[config.mk]
export PLATFORM = sky130hd
export DESIGN_NAME = usfs_top
export DESIGN_NICKNAME = d
export VERILOG_FILES = /design/src/core/usfs_pkg.sv /design/src/core/usfs_sticky.sv /design/src/core/usfs_top.sv
export SDC_FILE = /design/constraint.sdc
export NUM_CORES = 1
export LEC_CHECK = 0
export ABC_AREA = 1
export BUFFER_PORTS_ARGS = -buffer_cell sky130_fd_sc_hd__buf_2
export CORE_ASPECT_RATIO = 2
export CORE_UTILIZATION = 44
export DETAILED_ROUTE_END_ITERATION = 8
export PLACE_DENSITY = 0.81
export SLEW_MARGIN = 20
export SYNTH_ARGS = -nofsm -noshare
export SYNTH_HDL_FRONTEND = slang
export SYNTH_SLANG_ARGS = --single-unit
[constraint.sdc]
create_clock -name clk_i -period 1.35 [get_ports clk_i]
set_input_delay 0.0675 -clock clk_i [delete_from_list [all_inputs] [get_ports clk_i]]
set_output_delay 0.0675 -clock clk_i [all_outputs]
set_load 0.01 [all_outputs]
[src/core/usfs_pkg.sv]
// Constants and carrier types of the usage and security fault status block
package usfs_pkg;
    localparam int ADDR_W = 12;
    localparam int DATA_W = 32;
    // Register byte offsets
    localparam logic [11:0] OFF_FAULT_STAT = 12'h000;
    localparam logic [11:0] OFF_HANDLER_CTRL = 12'h004;
    localparam logic [11:0] OFF_CTRL = 12'h008;
    localparam logic [11:0] OFF_IRQ_STAT = 12'h00c;
    localparam logic [11:0] OFF_IRQ_CLR = 12'h010;
    localparam logic [11:0] OFF_IRQ_EN = 12'h014;
    // Cause flags, index order in the flag vector
    localparam int NCAUSE = 7;
    localparam int CI_DIVZ = 0;
    localparam int CI_UNAL = 1;
    localparam int CI_STACK = 2;
    localparam int CI_COPROC = 3;
    localparam int CI_BADRET = 4;
    localparam int CI_STATE = 5;
    localparam int CI_UNDEF = 6;
    localparam int CAUSE_BIT [NCAUSE] = '{25, 24, 20, 19, 18, 17, 16};
    // Enable fields
    localparam int BIT_MISUSE_EN = 18;
    localparam int BIT_SEC_EN = 19;
    localparam int BIT_TRAP_EN = 4;
    // Interrupt status layout
    localparam int NIRQ = 4;
    localparam int IRQ_MISUSE = 0;
    localparam int IRQ_SECURE = 1;
    localparam int IRQ_ESCAL = 2;
    localparam int IRQ_BUSERR = 3;
    localparam logic [31:0] RD_ZERO = 32'h0000_0000;

    typedef struct packed {
        logic div_zero;
        logic unaligned_multi;
        logic stack_limit;
        logic coproc_absent;
        logic bad_return;
        logic bad_state;
        logic cont_bits_nonzero;
        logic next_is_multi;
        logic undefined_opcode;
    } usfs_misuse_type;

    typedef struct packed {
        logic perm_violation;
        logic bad_entry;
        logic integrity_fail;
    } usfs_secure_type;
endpackage

[src/core/usfs_sticky.sv]
// Sticky flag that hardware sets and software clears by writing a one
`timescale 1ns/1ps
module usfs_sticky (
    input wire logic clk_i,
    input wire logic sys_rst_i,
    input wire logic set_i,
    input wire logic clr_i,
    output logic q_o
);
    // Set wins over a clear in the same cycle so no event is lost
    always_ff @(posedge clk_i) begin
        if (sys_rst_i) begin
            q_o <= 1'b0;
        end else if (set_i) begin
            q_o <= 1'b1;
        end else if (clr_i) begin
            q_o <= 1'b0;
        end
    end
endmodule

[src/core/usfs_top.sv]
// Usage and security fault status unit with APB register access
`timescale 1ns/1ps
module usfs_top #(
    parameter bit SEC_IMPL = 1'b1
) (
    input wire logic clk_i,
    input wire logic sys_rst_i,
    input wire logic psel_i,
    input wire logic penable_i,
    input wire logic pwrite_i,
    input wire logic [usfs_pkg::ADDR_W-1:0] paddr_i,
    input wire logic [usfs_pkg::DATA_W-1:0] pwdata_i,
    output logic [usfs_pkg::DATA_W-1:0] prdata_o,
    output logic pready_o,
    output logic pslverr_o,
    input wire usfs_pkg::usfs_misuse_type misuse_i,
    input wire usfs_pkg::usfs_secure_type secure_i,
    input wire logic prot_ctrl_err_i,
    output logic misuse_exception_o,
    output logic security_violation_exception_o,
    output logic bus_error_exception_o,
    output logic escalated_fault_exception_o,
    output logic irq_o
);
    logic misuse_fault_enable;
    logic security_fault_enable;
    logic divide_zero_trap_enable;
    logic [usfs_pkg::NIRQ-1:0] irq_enable;
    logic [usfs_pkg::NIRQ-1:0] irq_status;
    logic [usfs_pkg::NIRQ-1:0] irq_set;
    logic [usfs_pkg::NIRQ-1:0] irq_clr;
    logic [usfs_pkg::NCAUSE-1:0] cause_set;
    logic [usfs_pkg::NCAUSE-1:0] cause_clr;
    logic [usfs_pkg::NCAUSE-1:0] cause_q;
    logic [usfs_pkg::DATA_W-1:0] fault_stat_word;
    logic [usfs_pkg::DATA_W-1:0] next_prdata;
    logic next_slverr;
    logic setup;
    logic wr_acc;
    logic misuse_evt;
    logic sec_evt;
    logic next_misuse_exc;
    logic next_sec_exc;
    logic next_escal;

    // APB phases
    assign setup = psel_i && !penable_i;
    assign wr_acc = psel_i && penable_i && pready_o && pwrite_i;

    // Cause detection
    always_comb begin
        cause_set = '0;
        cause_set[usfs_pkg::CI_DIVZ] = misuse_i.div_zero && divide_zero_trap_enable;
        cause_set[usfs_pkg::CI_UNAL] = misuse_i.unaligned_multi;
        cause_set[usfs_pkg::CI_STACK] = misuse_i.stack_limit;
        cause_set[usfs_pkg::CI_COPROC] = misuse_i.coproc_absent;
        cause_set[usfs_pkg::CI_BADRET] = misuse_i.bad_return;
        // Both the unsupported state and the stale continuable bits land here
        cause_set[usfs_pkg::CI_STATE] = misuse_i.bad_state
            || (misuse_i.cont_bits_nonzero && !misuse_i.next_is_multi);
        cause_set[usfs_pkg::CI_UNDEF] = misuse_i.undefined_opcode;
    end

    // Write-one-to-clear decode of the cause flags
    always_comb begin
        cause_clr = '0;
        for (int k = 0; k < usfs_pkg::NCAUSE; k++) begin
            cause_clr[k] = wr_acc && (paddr_i == usfs_pkg::OFF_FAULT_STAT)
                && pwdata_i[usfs_pkg::CAUSE_BIT[k]];
        end
    end

    generate
        for (genvar g = 0; g < usfs_pkg::NCAUSE; g++) begin : g_cause
            usfs_sticky u_flag (
                .clk_i(clk_i),
                .sys_rst_i(sys_rst_i),
                .set_i(cause_set[g]),
                .clr_i(cause_clr[g]),
                .q_o(cause_q[g])
            );
        end
    endgenerate

    always_comb begin
        fault_stat_word = usfs_pkg::RD_ZERO;
        for (int k = 0; k < usfs_pkg::NCAUSE; k++) begin
            fault_stat_word[usfs_pkg::CAUSE_BIT[k]] = cause_q[k];
        end
    end

    // Exception routing
    assign misuse_evt = |cause_set;
    // Security causes are dropped entirely when the extension is absent
    assign sec_evt = SEC_IMPL && (|secure_i);
    assign next_misuse_exc = misuse_evt && misuse_fault_enable;
    assign next_sec_exc = sec_evt && security_fault_enable;
    assign next_escal = (misuse_evt && !misuse_fault_enable)
        || (sec_evt && !security_fault_enable);

    always_ff @(posedge clk_i) begin
        if (sys_rst_i) begin
            misuse_exception_o <= 1'b0;
            security_violation_exception_o <= 1'b0;
            escalated_fault_exception_o <= 1'b0;
            bus_error_exception_o <= 1'b0;
        end else begin
            misuse_exception_o <= next_misuse_exc;
            security_violation_exception_o <= next_sec_exc;
            escalated_fault_exception_o <= next_escal;
            // Filtered accesses come back as bus errors, never as security faults
            bus_error_exception_o <= prot_ctrl_err_i;
        end
    end

    // Enable registers
    always_ff @(posedge clk_i) begin
        if (sys_rst_i) begin
            misuse_fault_enable <= 1'b0;
            security_fault_enable <= 1'b0;
        end else if (wr_acc && paddr_i == usfs_pkg::OFF_HANDLER_CTRL) begin
            misuse_fault_enable <= pwdata_i[usfs_pkg::BIT_MISUSE_EN];
            // Stays zero without the extension, so the enable has no effect
            security_fault_enable <= SEC_IMPL && pwdata_i[usfs_pkg::BIT_SEC_EN];
        end
    end

    always_ff @(posedge clk_i) begin
        if (sys_rst_i) begin
            divide_zero_trap_enable <= 1'b0;
        end else if (wr_acc && paddr_i == usfs_pkg::OFF_CTRL) begin
            divide_zero_trap_enable <= pwdata_i[usfs_pkg::BIT_TRAP_EN];
        end
    end

    always_ff @(posedge clk_i) begin
        if (sys_rst_i) begin
            irq_enable <= '0;
        end else if (wr_acc && paddr_i == usfs_pkg::OFF_IRQ_EN) begin
            irq_enable <= pwdata_i[usfs_pkg::NIRQ-1:0];
        end
    end

    // Interrupt status
    always_comb begin
        irq_set = '0;
        irq_set[usfs_pkg::IRQ_MISUSE] = next_misuse_exc;
        irq_set[usfs_pkg::IRQ_SECURE] = next_sec_exc;
        irq_set[usfs_pkg::IRQ_ESCAL] = next_escal;
        irq_set[usfs_pkg::IRQ_BUSERR] = prot_ctrl_err_i;
        irq_clr = '0;
        if (wr_acc && paddr_i == usfs_pkg::OFF_IRQ_CLR) begin
            irq_clr = pwdata_i[usfs_pkg::NIRQ-1:0];
        end
    end

    generate
        for (genvar g = 0; g < usfs_pkg::NIRQ; g++) begin : g_irq
            usfs_sticky u_flag (
                .clk_i(clk_i),
                .sys_rst_i(sys_rst_i),
                .set_i(irq_set[g]),
                .clr_i(irq_clr[g]),
                .q_o(irq_status[g])
            );
        end
    endgenerate

    // Registered, so the line follows the status by one cycle
    always_ff @(posedge clk_i) begin
        if (sys_rst_i) begin
            irq_o <= 1'b0;
        end else begin
            irq_o <= |(irq_status & irq_enable);
        end
    end

    // Read mux, sampled in the setup cycle
    always_comb begin
        next_prdata = usfs_pkg::RD_ZERO;
        next_slverr = 1'b0;
        unique case (paddr_i)
            usfs_pkg::OFF_FAULT_STAT: begin
                next_prdata = fault_stat_word;
            end
            usfs_pkg::OFF_HANDLER_CTRL: begin
                next_prdata[usfs_pkg::BIT_MISUSE_EN] = misuse_fault_enable;
                next_prdata[usfs_pkg::BIT_SEC_EN] = security_fault_enable;
            end
            usfs_pkg::OFF_CTRL: begin
                next_prdata[usfs_pkg::BIT_TRAP_EN] = divide_zero_trap_enable;
            end
            usfs_pkg::OFF_IRQ_STAT: begin
                next_prdata[usfs_pkg::NIRQ-1:0] = irq_status;
            end
            usfs_pkg::OFF_IRQ_CLR: begin
                next_prdata = usfs_pkg::RD_ZERO;
            end
            usfs_pkg::OFF_IRQ_EN: begin
                next_prdata[usfs_pkg::NIRQ-1:0] = irq_enable;
            end
            default: begin
                next_slverr = 1'b1;
            end
        endcase
    end

    // Fixed one-cycle access phase: ready rises in the first access cycle
    always_ff @(posedge clk_i) begin
        if (sys_rst_i) begin
            pready_o <= 1'b0;
            pslverr_o <= 1'b0;
            prdata_o <= usfs_pkg::RD_ZERO;
        end else begin
            pready_o <= setup;
            if (setup) begin
                pslverr_o <= next_slverr;
                prdata_o <= pwrite_i ? usfs_pkg::RD_ZERO : next_prdata;
            end
        end
    end
endmodule
After elaboration in Yosys (flattened, before gate mapping)
Cells that the tools add are included.
Widths: inputs -> output; s select.
{"block": "word_totals", "regBits": 57}
{"block": "classes", "n_mux": 30, "bitwise_logic": 1, "n_reduce_logical": 44, "eq_ne": 5}
{"cell": "$mux 32", "count": 1}
{"cell": "$eq 12x4->1 const B", "count": 2}
{"cell": "$eq 12x5->1 const B", "count": 2}
{"cell": "$mux 1", "count": 24}
{"cell": "$logic_and 1x1->1", "count": 22}
{"cell": "$reduce_bool 2->1", "count": 11}
{"cell": "$mux 13", "count": 1}
{"cell": "$eq 12x3->1 const B", "count": 1}
{"cell": "$logic_not 12->1", "count": 1}
{"cell": "$pmux 4 s2", "count": 1}
{"cell": "$reduce_or 7->1", "count": 1}
{"cell": "$mux 6", "count": 1}
{"cell": "$reduce_or 6->1", "count": 1}
{"cell": "$and 4x4->4", "count": 1}
{"cell": "$logic_not 1->1", "count": 4}
{"cell": "$mux 4", "count": 1}
{"cell": "$pmux 2 s2", "count": 1}
{"cell": "$reduce_or 4->1", "count": 1}
{"cell": "$reduce_or 3->1", "count": 1}
{"cell": "$logic_or 1x1->1", "count": 2}

Longest topological paths before layout
Gate-level depths: netlist (run 1).
{"block": "logic_depth", "ltp_word": 7, "mapped_depth": 9}

Cells and area by module
Synthesis (run 1) repeated with hierarchy kept, for this count alone.
{"block": "unflattened", "cells_unflattened": 286, "area_unflattened_um2": 2021.9}
{"mod": "usfs_top", "area_each_um2": 1581.5, "cells_per_inst": 231, "n_inst": 1}
{"mod": "usfs_sticky", "area_each_um2": 40.0, "cells_per_inst": 5, "n_inst": 11}

Worst setup path after synthesis (run 1)
No wires, ideal clock.
{"block": "synth_timing", "path_kind": "register to register", "from": "register pready_o", "to": "register misuse_fault_enable", "path_slack_ps": 179, "required_ps": 1237, "synth_period_minus_slack_ps": 1171, "t_arrival_ps": 1058, "stages_incl_launch_ff": 7, "path_buffers": 0, "cell_sequence": "dfxtp_1 nand4_1 clkinv_1 nand2_1 nand2_1 nand2_1 nor2_1"}
{"block": "synth_between", "elab_chain_cells": 3}
{"item": "from (decl)", "line_no": "usfs_top.sv:14", "rtl": "output logic pready_o,"}
{"item": "from (signal assigned)", "line_no": "usfs_top.sv:215", "rtl": "pready_o <= setup;"}
{"item": "$logic_and 1x1->1 (2 in a row)", "line_no": "usfs_top.sv:48", "rtl": "assign wr_acc = psel_i && penable_i && pready_o && pwrite_i;"}
{"item": "$logic_and 1x1->1", "line_no": "usfs_top.sv:121", "rtl": "end else if (wr_acc && paddr_i == usfs_pkg::OFF_HANDLER_CTRL) begin"}
{"item": "to (signal assigned)", "line_no": "usfs_top.sv:122", "rtl": "misuse_fault_enable <= pwdata_i[usfs_pkg::BIT_MISUSE_EN];"}
{"item": "to (decl)", "line_no": "usfs_top.sv:25", "rtl": "logic misuse_fault_enable;"}
No other way between the ends.
A chain may end at the register's enable or synchronous reset.

Worst setup path after layout (run 1)
{"block": "layout_timing", "from": "register pready_o", "to": "register security_fault_enable"}
{"block": "layout_between", "elab_chain_cells": 3}
{"item": "$logic_and 1x1->1 (2 in a row)", "line_no": "usfs_top.sv:48"}
{"item": "$logic_and 1x1->1", "line_no": "usfs_top.sv:121"}
{"item": "to (signal assigned)", "line_no": "usfs_top.sv:124", "rtl": "security_fault_enable <= SEC_IMPL && pwdata_i[usfs_pkg::BIT_SEC_EN];"}
{"item": "to (decl)", "line_no": "usfs_top.sv:26", "rtl": "logic security_fault_enable;"}
No other way between the ends.

==> results of run 1 <==
## power groups by stage
stage	Sequential [mW]	Clock, mW	Combinational, mW
after CTS	1.13	1.02	0.208
after global placement	1.16	0	0.201
after floorplan	1.15	0	0.152
final	1.13	0.996	0.208
after detailed placement	1.16	0	0.205
after global routing	1.13	1.06	0.239
## logic make-up (layout without fill, tap and decap cells)
logic type,count (synthesis),in the layout
AO/OA/AOI/OAI,28,28
buffers and inverters,51,98
flip-flops,37,37
other,1,20
AND/OR/NAND/NOR,150,150
## worst paths after layout
check / from / to / slack, ns / cells past startpoint
setup / recovery: pready_o / security_fault_enable / 0.10 / 6
hold reg to reg: g_cause[2].u_flag.q_o / prdata_o[20] / 0.46 / 2
hold / removal: pwdata_i[4] / divide_zero_trap_enable / 0.004 / 3
setup reg to reg: pready_o / security_fault_enable / 0.10 / 6
## flip-flops by register name, indices dropped and copies added, names as in the netlist
| signal | cells |
|---|---|
| pready_o | 1 |
| irq_enable | 4 |
| bus_error_exception_o | 1 |
| escalated_fault_exception_o | 1 |
| g_cause.u_flag.q_o | 7 |
| prdata_o | 12 |
| misuse_fault_enable | 1 |
| misuse_exception_o | 1 |
| pslverr_o | 1 |
| security_violation_exception_o | 1 |
| g_irq.u_flag.q_o | 4 |
| divide_zero_trap_enable | 1 |
| irq_o | 1 |
| security_fault_enable | 1 |
## per-stage QoR
step	total power [mW]	worst slack (ns)	std cells	utilization, %
after floorplan	1.31	0.179	286	-
after global placement	1.36	0.143	376	52.6
after detailed placement	1.36	0.119	376	52.6
after CTS	2.36	0.120	385	55.8
after global routing	2.43	0.0403	385	55.8
final	2.33	0.101	385	55.8
## per-layer routing
metal  part of all wire, %  routed length [µm]  track usage (%)  up-vias
met5                     0                   0                0        -
met4                   3.8                 158             13.2        0
met3                   4.9                 205             3.85       14
met2                    57                2400             38.4       68
met1                    34                1450             19.0      814
li1                      -                   -                -      934
## final cells by class
cell class	count	area share [%]
clock buffers	6	3.62
clock inverters	2	1.65
well taps	52	2.85
flip-flops and latches	37	32.5
inverters	27	4.44
repair buffers	63	14.3
multi-input cells	198	40.7
## synth_stat cells (2+ instances only)
master and instances:
nand2_1 73, dfxtp_1 37, nor2_1 30, inv_1 24
a21oi_1 21, buf_4 20, nand3_1 18, nand4_1 9
nor2_2 5, nor2_4 5, o21ai_1 4, clkbuf_1 3
nand2_2 3, nand2_4 3, inv_2 2, nor3_1 2
o21ai_0 2
## critical path, cell delays in order, from the launching register on
cell,delay (ns)
dfxtp_1,0.31
nand4_1,0.14
clkinv_1,0.28
nand2_1,0.23
nand2_1,0.07
nand2_1,0.06
nor2_1,0.05
## timing repair
| item | in CTS | in global routing |
|---|---|---|
| hold buffers | 1 | 0 |
| hold endpoints to repair | 2 | 0 |
| setup endpoints to repair | 0 | 0 |
==> impl_metrics.csv, run 1 <==
group,metric,value,unit
yosys,yosysWarnings,0,
clock_tree,cts_sinks,37,
yosys,ys_seq_area_share,39.7,%
layout,final_common_cell,"nand2_1",
min_path,hp-class,"in -> reg",
timing,fmax,801,MHz
yosys,syn_avg_cell_area,6.98,µm²
critical_path,start_kind,"register",
yosys,yosys.area.top_type,"dfxtp_1",
global_route,grt_overflow,0,
layout,multi_input_area,928,µm²
clock_tree,cts_resized,0,
critical_path,critical_path_class,"reg -> reg",
critical_path,cp.required,1.53,ns
pwr,pwr-share-comb,8.9,%
layout,regArea,741,µm²
yosys,synth-edff-count,0,
timing,whs,0.00368,ns
floorplan,die_w,48.0,µm
clock_tree,clock_latency,0.29,ns
global_route,grt_max_degree,22,
yosys,syn_inst,267,
timing,fin_worst_skew,0.00868,ns
pwr,clockPowerShare,42.7,%
pwr,pwr-share-seq,48.4,%
status,status,"complete, no violations",
clock_tree,clk_pin_slew,0.08,ns
yosys,ys_ff_latch,37,
pwr,p_sw_share,23.2,%
yosys,ys_types,23,
timing,post-route-period-util,92.5,%
route,vias_per_cell,4.75,
route,drt_wl_total,4.21,mm
timing,rsz0062_at_grt,"no",
layout,fill_cells,414,
global_route,antenna_found_initial,0,
yosys,synth_top_family_by_area,"simple AND/OR/NAND/NOR gates",
pwr,power.density,1020,mW/mm²
pwr,p_int,1.79,mW
pwr,p_switching,542,µW
floorplan,dieArea,0.00452,mm²
yosys,synth_top_area_share,39.7,%
yosys,yosys.area_share.simple,38.1,%
clock_tree,postCtsSetupRepairBufs,0,
timing,setup_viol,0,
yosys,syn_area,0.00186,mm²
floorplan,core,0.00409,mm²
floorplan,die_h,94.1,µm
placement,place_area,0.00215,mm²
timing,fin_tns_setup,0,ns
pwr,total_leakage_power,1.21,nW
clock_tree,cts_buffer_depth,2,
clock_tree,h-tree-depth,2,
yosys,synth_ff_type,"dfxtp_1",
yosys,yosys.area_share.adder,0,%
clock_tree,cts_tree,"done",
route,firstDrtPassIters,5,
global_route,grt_first_pass_wirelength,6.73,mm
placement,gp_congestion,0.844,
layout,syn_to_final_growth,22.3,%
floorplan,ios,101,
floorplan,start_util,45.6,%
timing,worst_slew_pin_slew,0.503,ns
clock_tree,cts_root_buffer,"clkbuf_8",
global_route,grt_pass1_vias,1683,
critical_path,path_max_fanout,10,
route,drc,0,
yosys,yosys.area_share.xor_xnor,0,%
layout,nets,394,
yosys,synthMuxAreaShare,0,%
timing,hold_viol,0,
layout,fin_area,0.00228,mm²
critical_path,cp-end-kind,"register",
critical_path,critPathArrivalTime,1.43,ns
pwr,ir_worst_vdd,1.12,mV
flow_run,cap_violations,0,
timing,fin_crit,1.25,ns
yosys,synth.area.top_cells,"dfxtp_1 40%, nand2_1 15%, buf_4 8.1%, nor2_1 6.0%, a21oi_1 5.6%",
timing,slew_violations,0,
route,drt_iter0_drc,54,
clock_tree,cts_buffers,5,
route,vias,1830,
layout,diodes,0,
placement,dpl.hpwl,3.28,mm
yosys,ys_async_sr_fraction,0,%
floorplan,rows,33,
route,ant_nets,0,
global_route,track_usage,21.0,%
layout,drive_gt1_share,26.7,%
placement,io_buffer_count,60,
yosys,synth-compound-area-share,7.72,%
layout,final_cell_mix,"73 x nand2_1, 60 x buf_2, 37 x dfxtp_1",
timing,slew_headroom,66.4,%
route,wire_per_inst,10.9,µm
Power figures use the tool's default switching activity.
==> inputs of run 2 (changes only) <==
==> constraint.sdc (replaced) <==
create_clock -name clk_i -period 1.35 [get_ports clk_i]
set_input_delay 0.135 -clock clk_i [delete_from_list [all_inputs] [get_ports clk_i]]
set_output_delay 0.135 -clock clk_i [all_outputs]
set_load 0.01 [all_outputs]
==> run 2 against run 1 <==
Net effect: first-iteration DRC count rose by 9.3%; fmax barely moved; clock skew fell by 0.0023 ns; final area fell by 1.8%; global-route usage fell by 0.41 points; clock power fell by 26%; critical path depth did not move; worst hold slack improved by 0.050 ns; critical path type unchanged.
==> impl_metrics.csv, run 2 (synthesis results as in run 1) <==
group,metric,value,unit
clock_tree,clock_latency,0.29,ns
pwr,ir_worst_vdd,0.788,mV
clock_tree,cts_root_buffer,"clkbuf_8",
clock_tree,cts_sinks,37,
layout,fin_area,0.00224,mm²
layout,regArea,741,µm²
layout,drive_gt1_share,26.7,%
floorplan,core,0.00409,mm²
layout,final_cell_mix,"73 x nand2_1, 60 x buf_2, 37 x dfxtp_1",
placement,placed_cells,377,
global_route,track_usage,20.6,%
clock_tree,cts_resized,0,
route,top_layer_used,"met4",
min_path,hp-class,"in -> reg",
layout,nets,394,
critical_path,cp-end-kind,"register",
timing,fin_crit,1.25,ns
floorplan,rows,33,
floorplan,dieArea,0.00452,mm²
flow_run,cap_violations,0,
timing,slew_violations,0,
min_path,min_path_cells,3,
route,vias,1827,
timing,fin_tns_setup,0,ns
timing,post-route-period-util,92.5,%
timing,setup_viol,0,
placement,io_buffer_count,60,
clock_tree,cts_hold_buf,0,
route,drt_wl_total,4.12,mm
timing,rsz0062_at_grt,"no",
global_route,grt_first_pass_wirelength,6.49,mm
global_route,grt_max_degree,22,
route,wire_per_inst,10.7,µm
route,wl_met1,1.46,mm
layout,multi_input_area,928,µm²
clock_tree,cts_tree,"done",
route,vias_per_cell,4.75,
pwr,power,2.07,mW
layout,final_cell_count_no_fill,385,
clock_tree,cts_buffers,5,
critical_path,critPathArrivalTime,1.43,ns
timing,fmax,801,MHz
placement,gp_congestion,0.844,
route,firstDrtPassIters,4,
floorplan,die_w,48.0,µm
critical_path,path_max_fanout,10,
critical_path,critical_path_class,"reg -> reg",
pwr,total_leakage_power,1.20,nW
placement,place_area,0.00216,mm²
layout,largest_reg_flops,12,
status,status,"complete, no violations",
clock_tree,clk_pin_slew,0.07,ns
clock_tree,postCtsSetupRepairBufs,0,
pwr,power.density,924,mW/mm²
layout,diodes,0,
timing,fin_worst_skew,0.00635,ns
route,met3_wirelength,164,µm
layout,fill_cells,408,
timing,hold_viol,0,
route,wl_met2,2.34,mm
layout,reg.largest.list,"prdata_o (12), g_cause.u_flag.q_o (7)",
floorplan,ios,101,
route,ant_nets,0,
layout,largest-register,"prdata_o",
placement,dpl.hpwl,3.29,mm
route,drc,0,
layout,syn_to_final_growth,20.2,%
global_route,antenna_found_initial,0,
critical_path,rr_worst_depth,6,
critical_path,start_kind,"register",
clock_tree,cts_buffer_depth,2,
route,drt_iter0_drc,59,
critical_path,cp.required,1.53,ns
global_route,grt_overflow,0,
global_route,grt_pass1_vias,1659,
clock_tree,h-tree-depth,2,
layout,final_common_cell,"nand2_1",
floorplan,start_util,45.6,%
floorplan,die_h,94.1,µm
## run 2: final cells by class
class | count | area share [%]
multi-input cells | 198 | 41.4
clock buffers | 6 | 3.24
well taps | 52 | 2.90
clock inverters | 2 | 0.447
repair buffers | 63 | 14.4
inverters | 27 | 4.52
flip-flops and latches | 37 | 33.1
## run 2: path summary, 6_finish.rpt
| kind | start | end | slack, ns |
|---|---|---|---|
| worst max-delay path | pready_o | security_fault_enable | 0.10 |
| worst min-delay path | prot_ctrl_err_i | bus_error_exception_o | 0.05 |
| worst max register to register | pready_o | security_fault_enable | 0.10 |
| worst min register to register | g_cause[2].u_flag.q_o | g_cause[2].u_flag.q_o | 0.46 |
## run 2: power by group
group	switching (mW)	total, mW	internal [mW]
clock network	0.377	0.734	0.357
registers	0.0163	1.13	1.12
logic	0.129	0.205	0.0755
## run 2: per-layer routing
layer | up-vias | global-route usage, %
met5 | - | 0
met4 | 0 | 16.4
met3 | 16 | 4.81
met2 | 64 | 35.4
met1 | 814 | 18.6
li1 | 933 | -
## run 2: critical path, cell delays in order, from the launching register on
cell	delay, ns
dfxtp_1	0.31
nand4_1	0.14
clkinv_1	0.28
nand2_1	0.24
nand2_1	0.07
nand2_1	0.06
nor2_1	0.05
## run 2: metrics by stage
step	hold WS, ns	worst slack (ns)	util [%]
2_1_floorplan	0.207	0.179	-
3_3_place_gp	0.341	0.121	52.8
3_5_place_dp	0.354	0.0926	52.8
4_1_cts	0.0490	0.0972	54.8
5_1_grt	0.0445	0.0106	54.8
6_report	0.0537	0.101	54.8
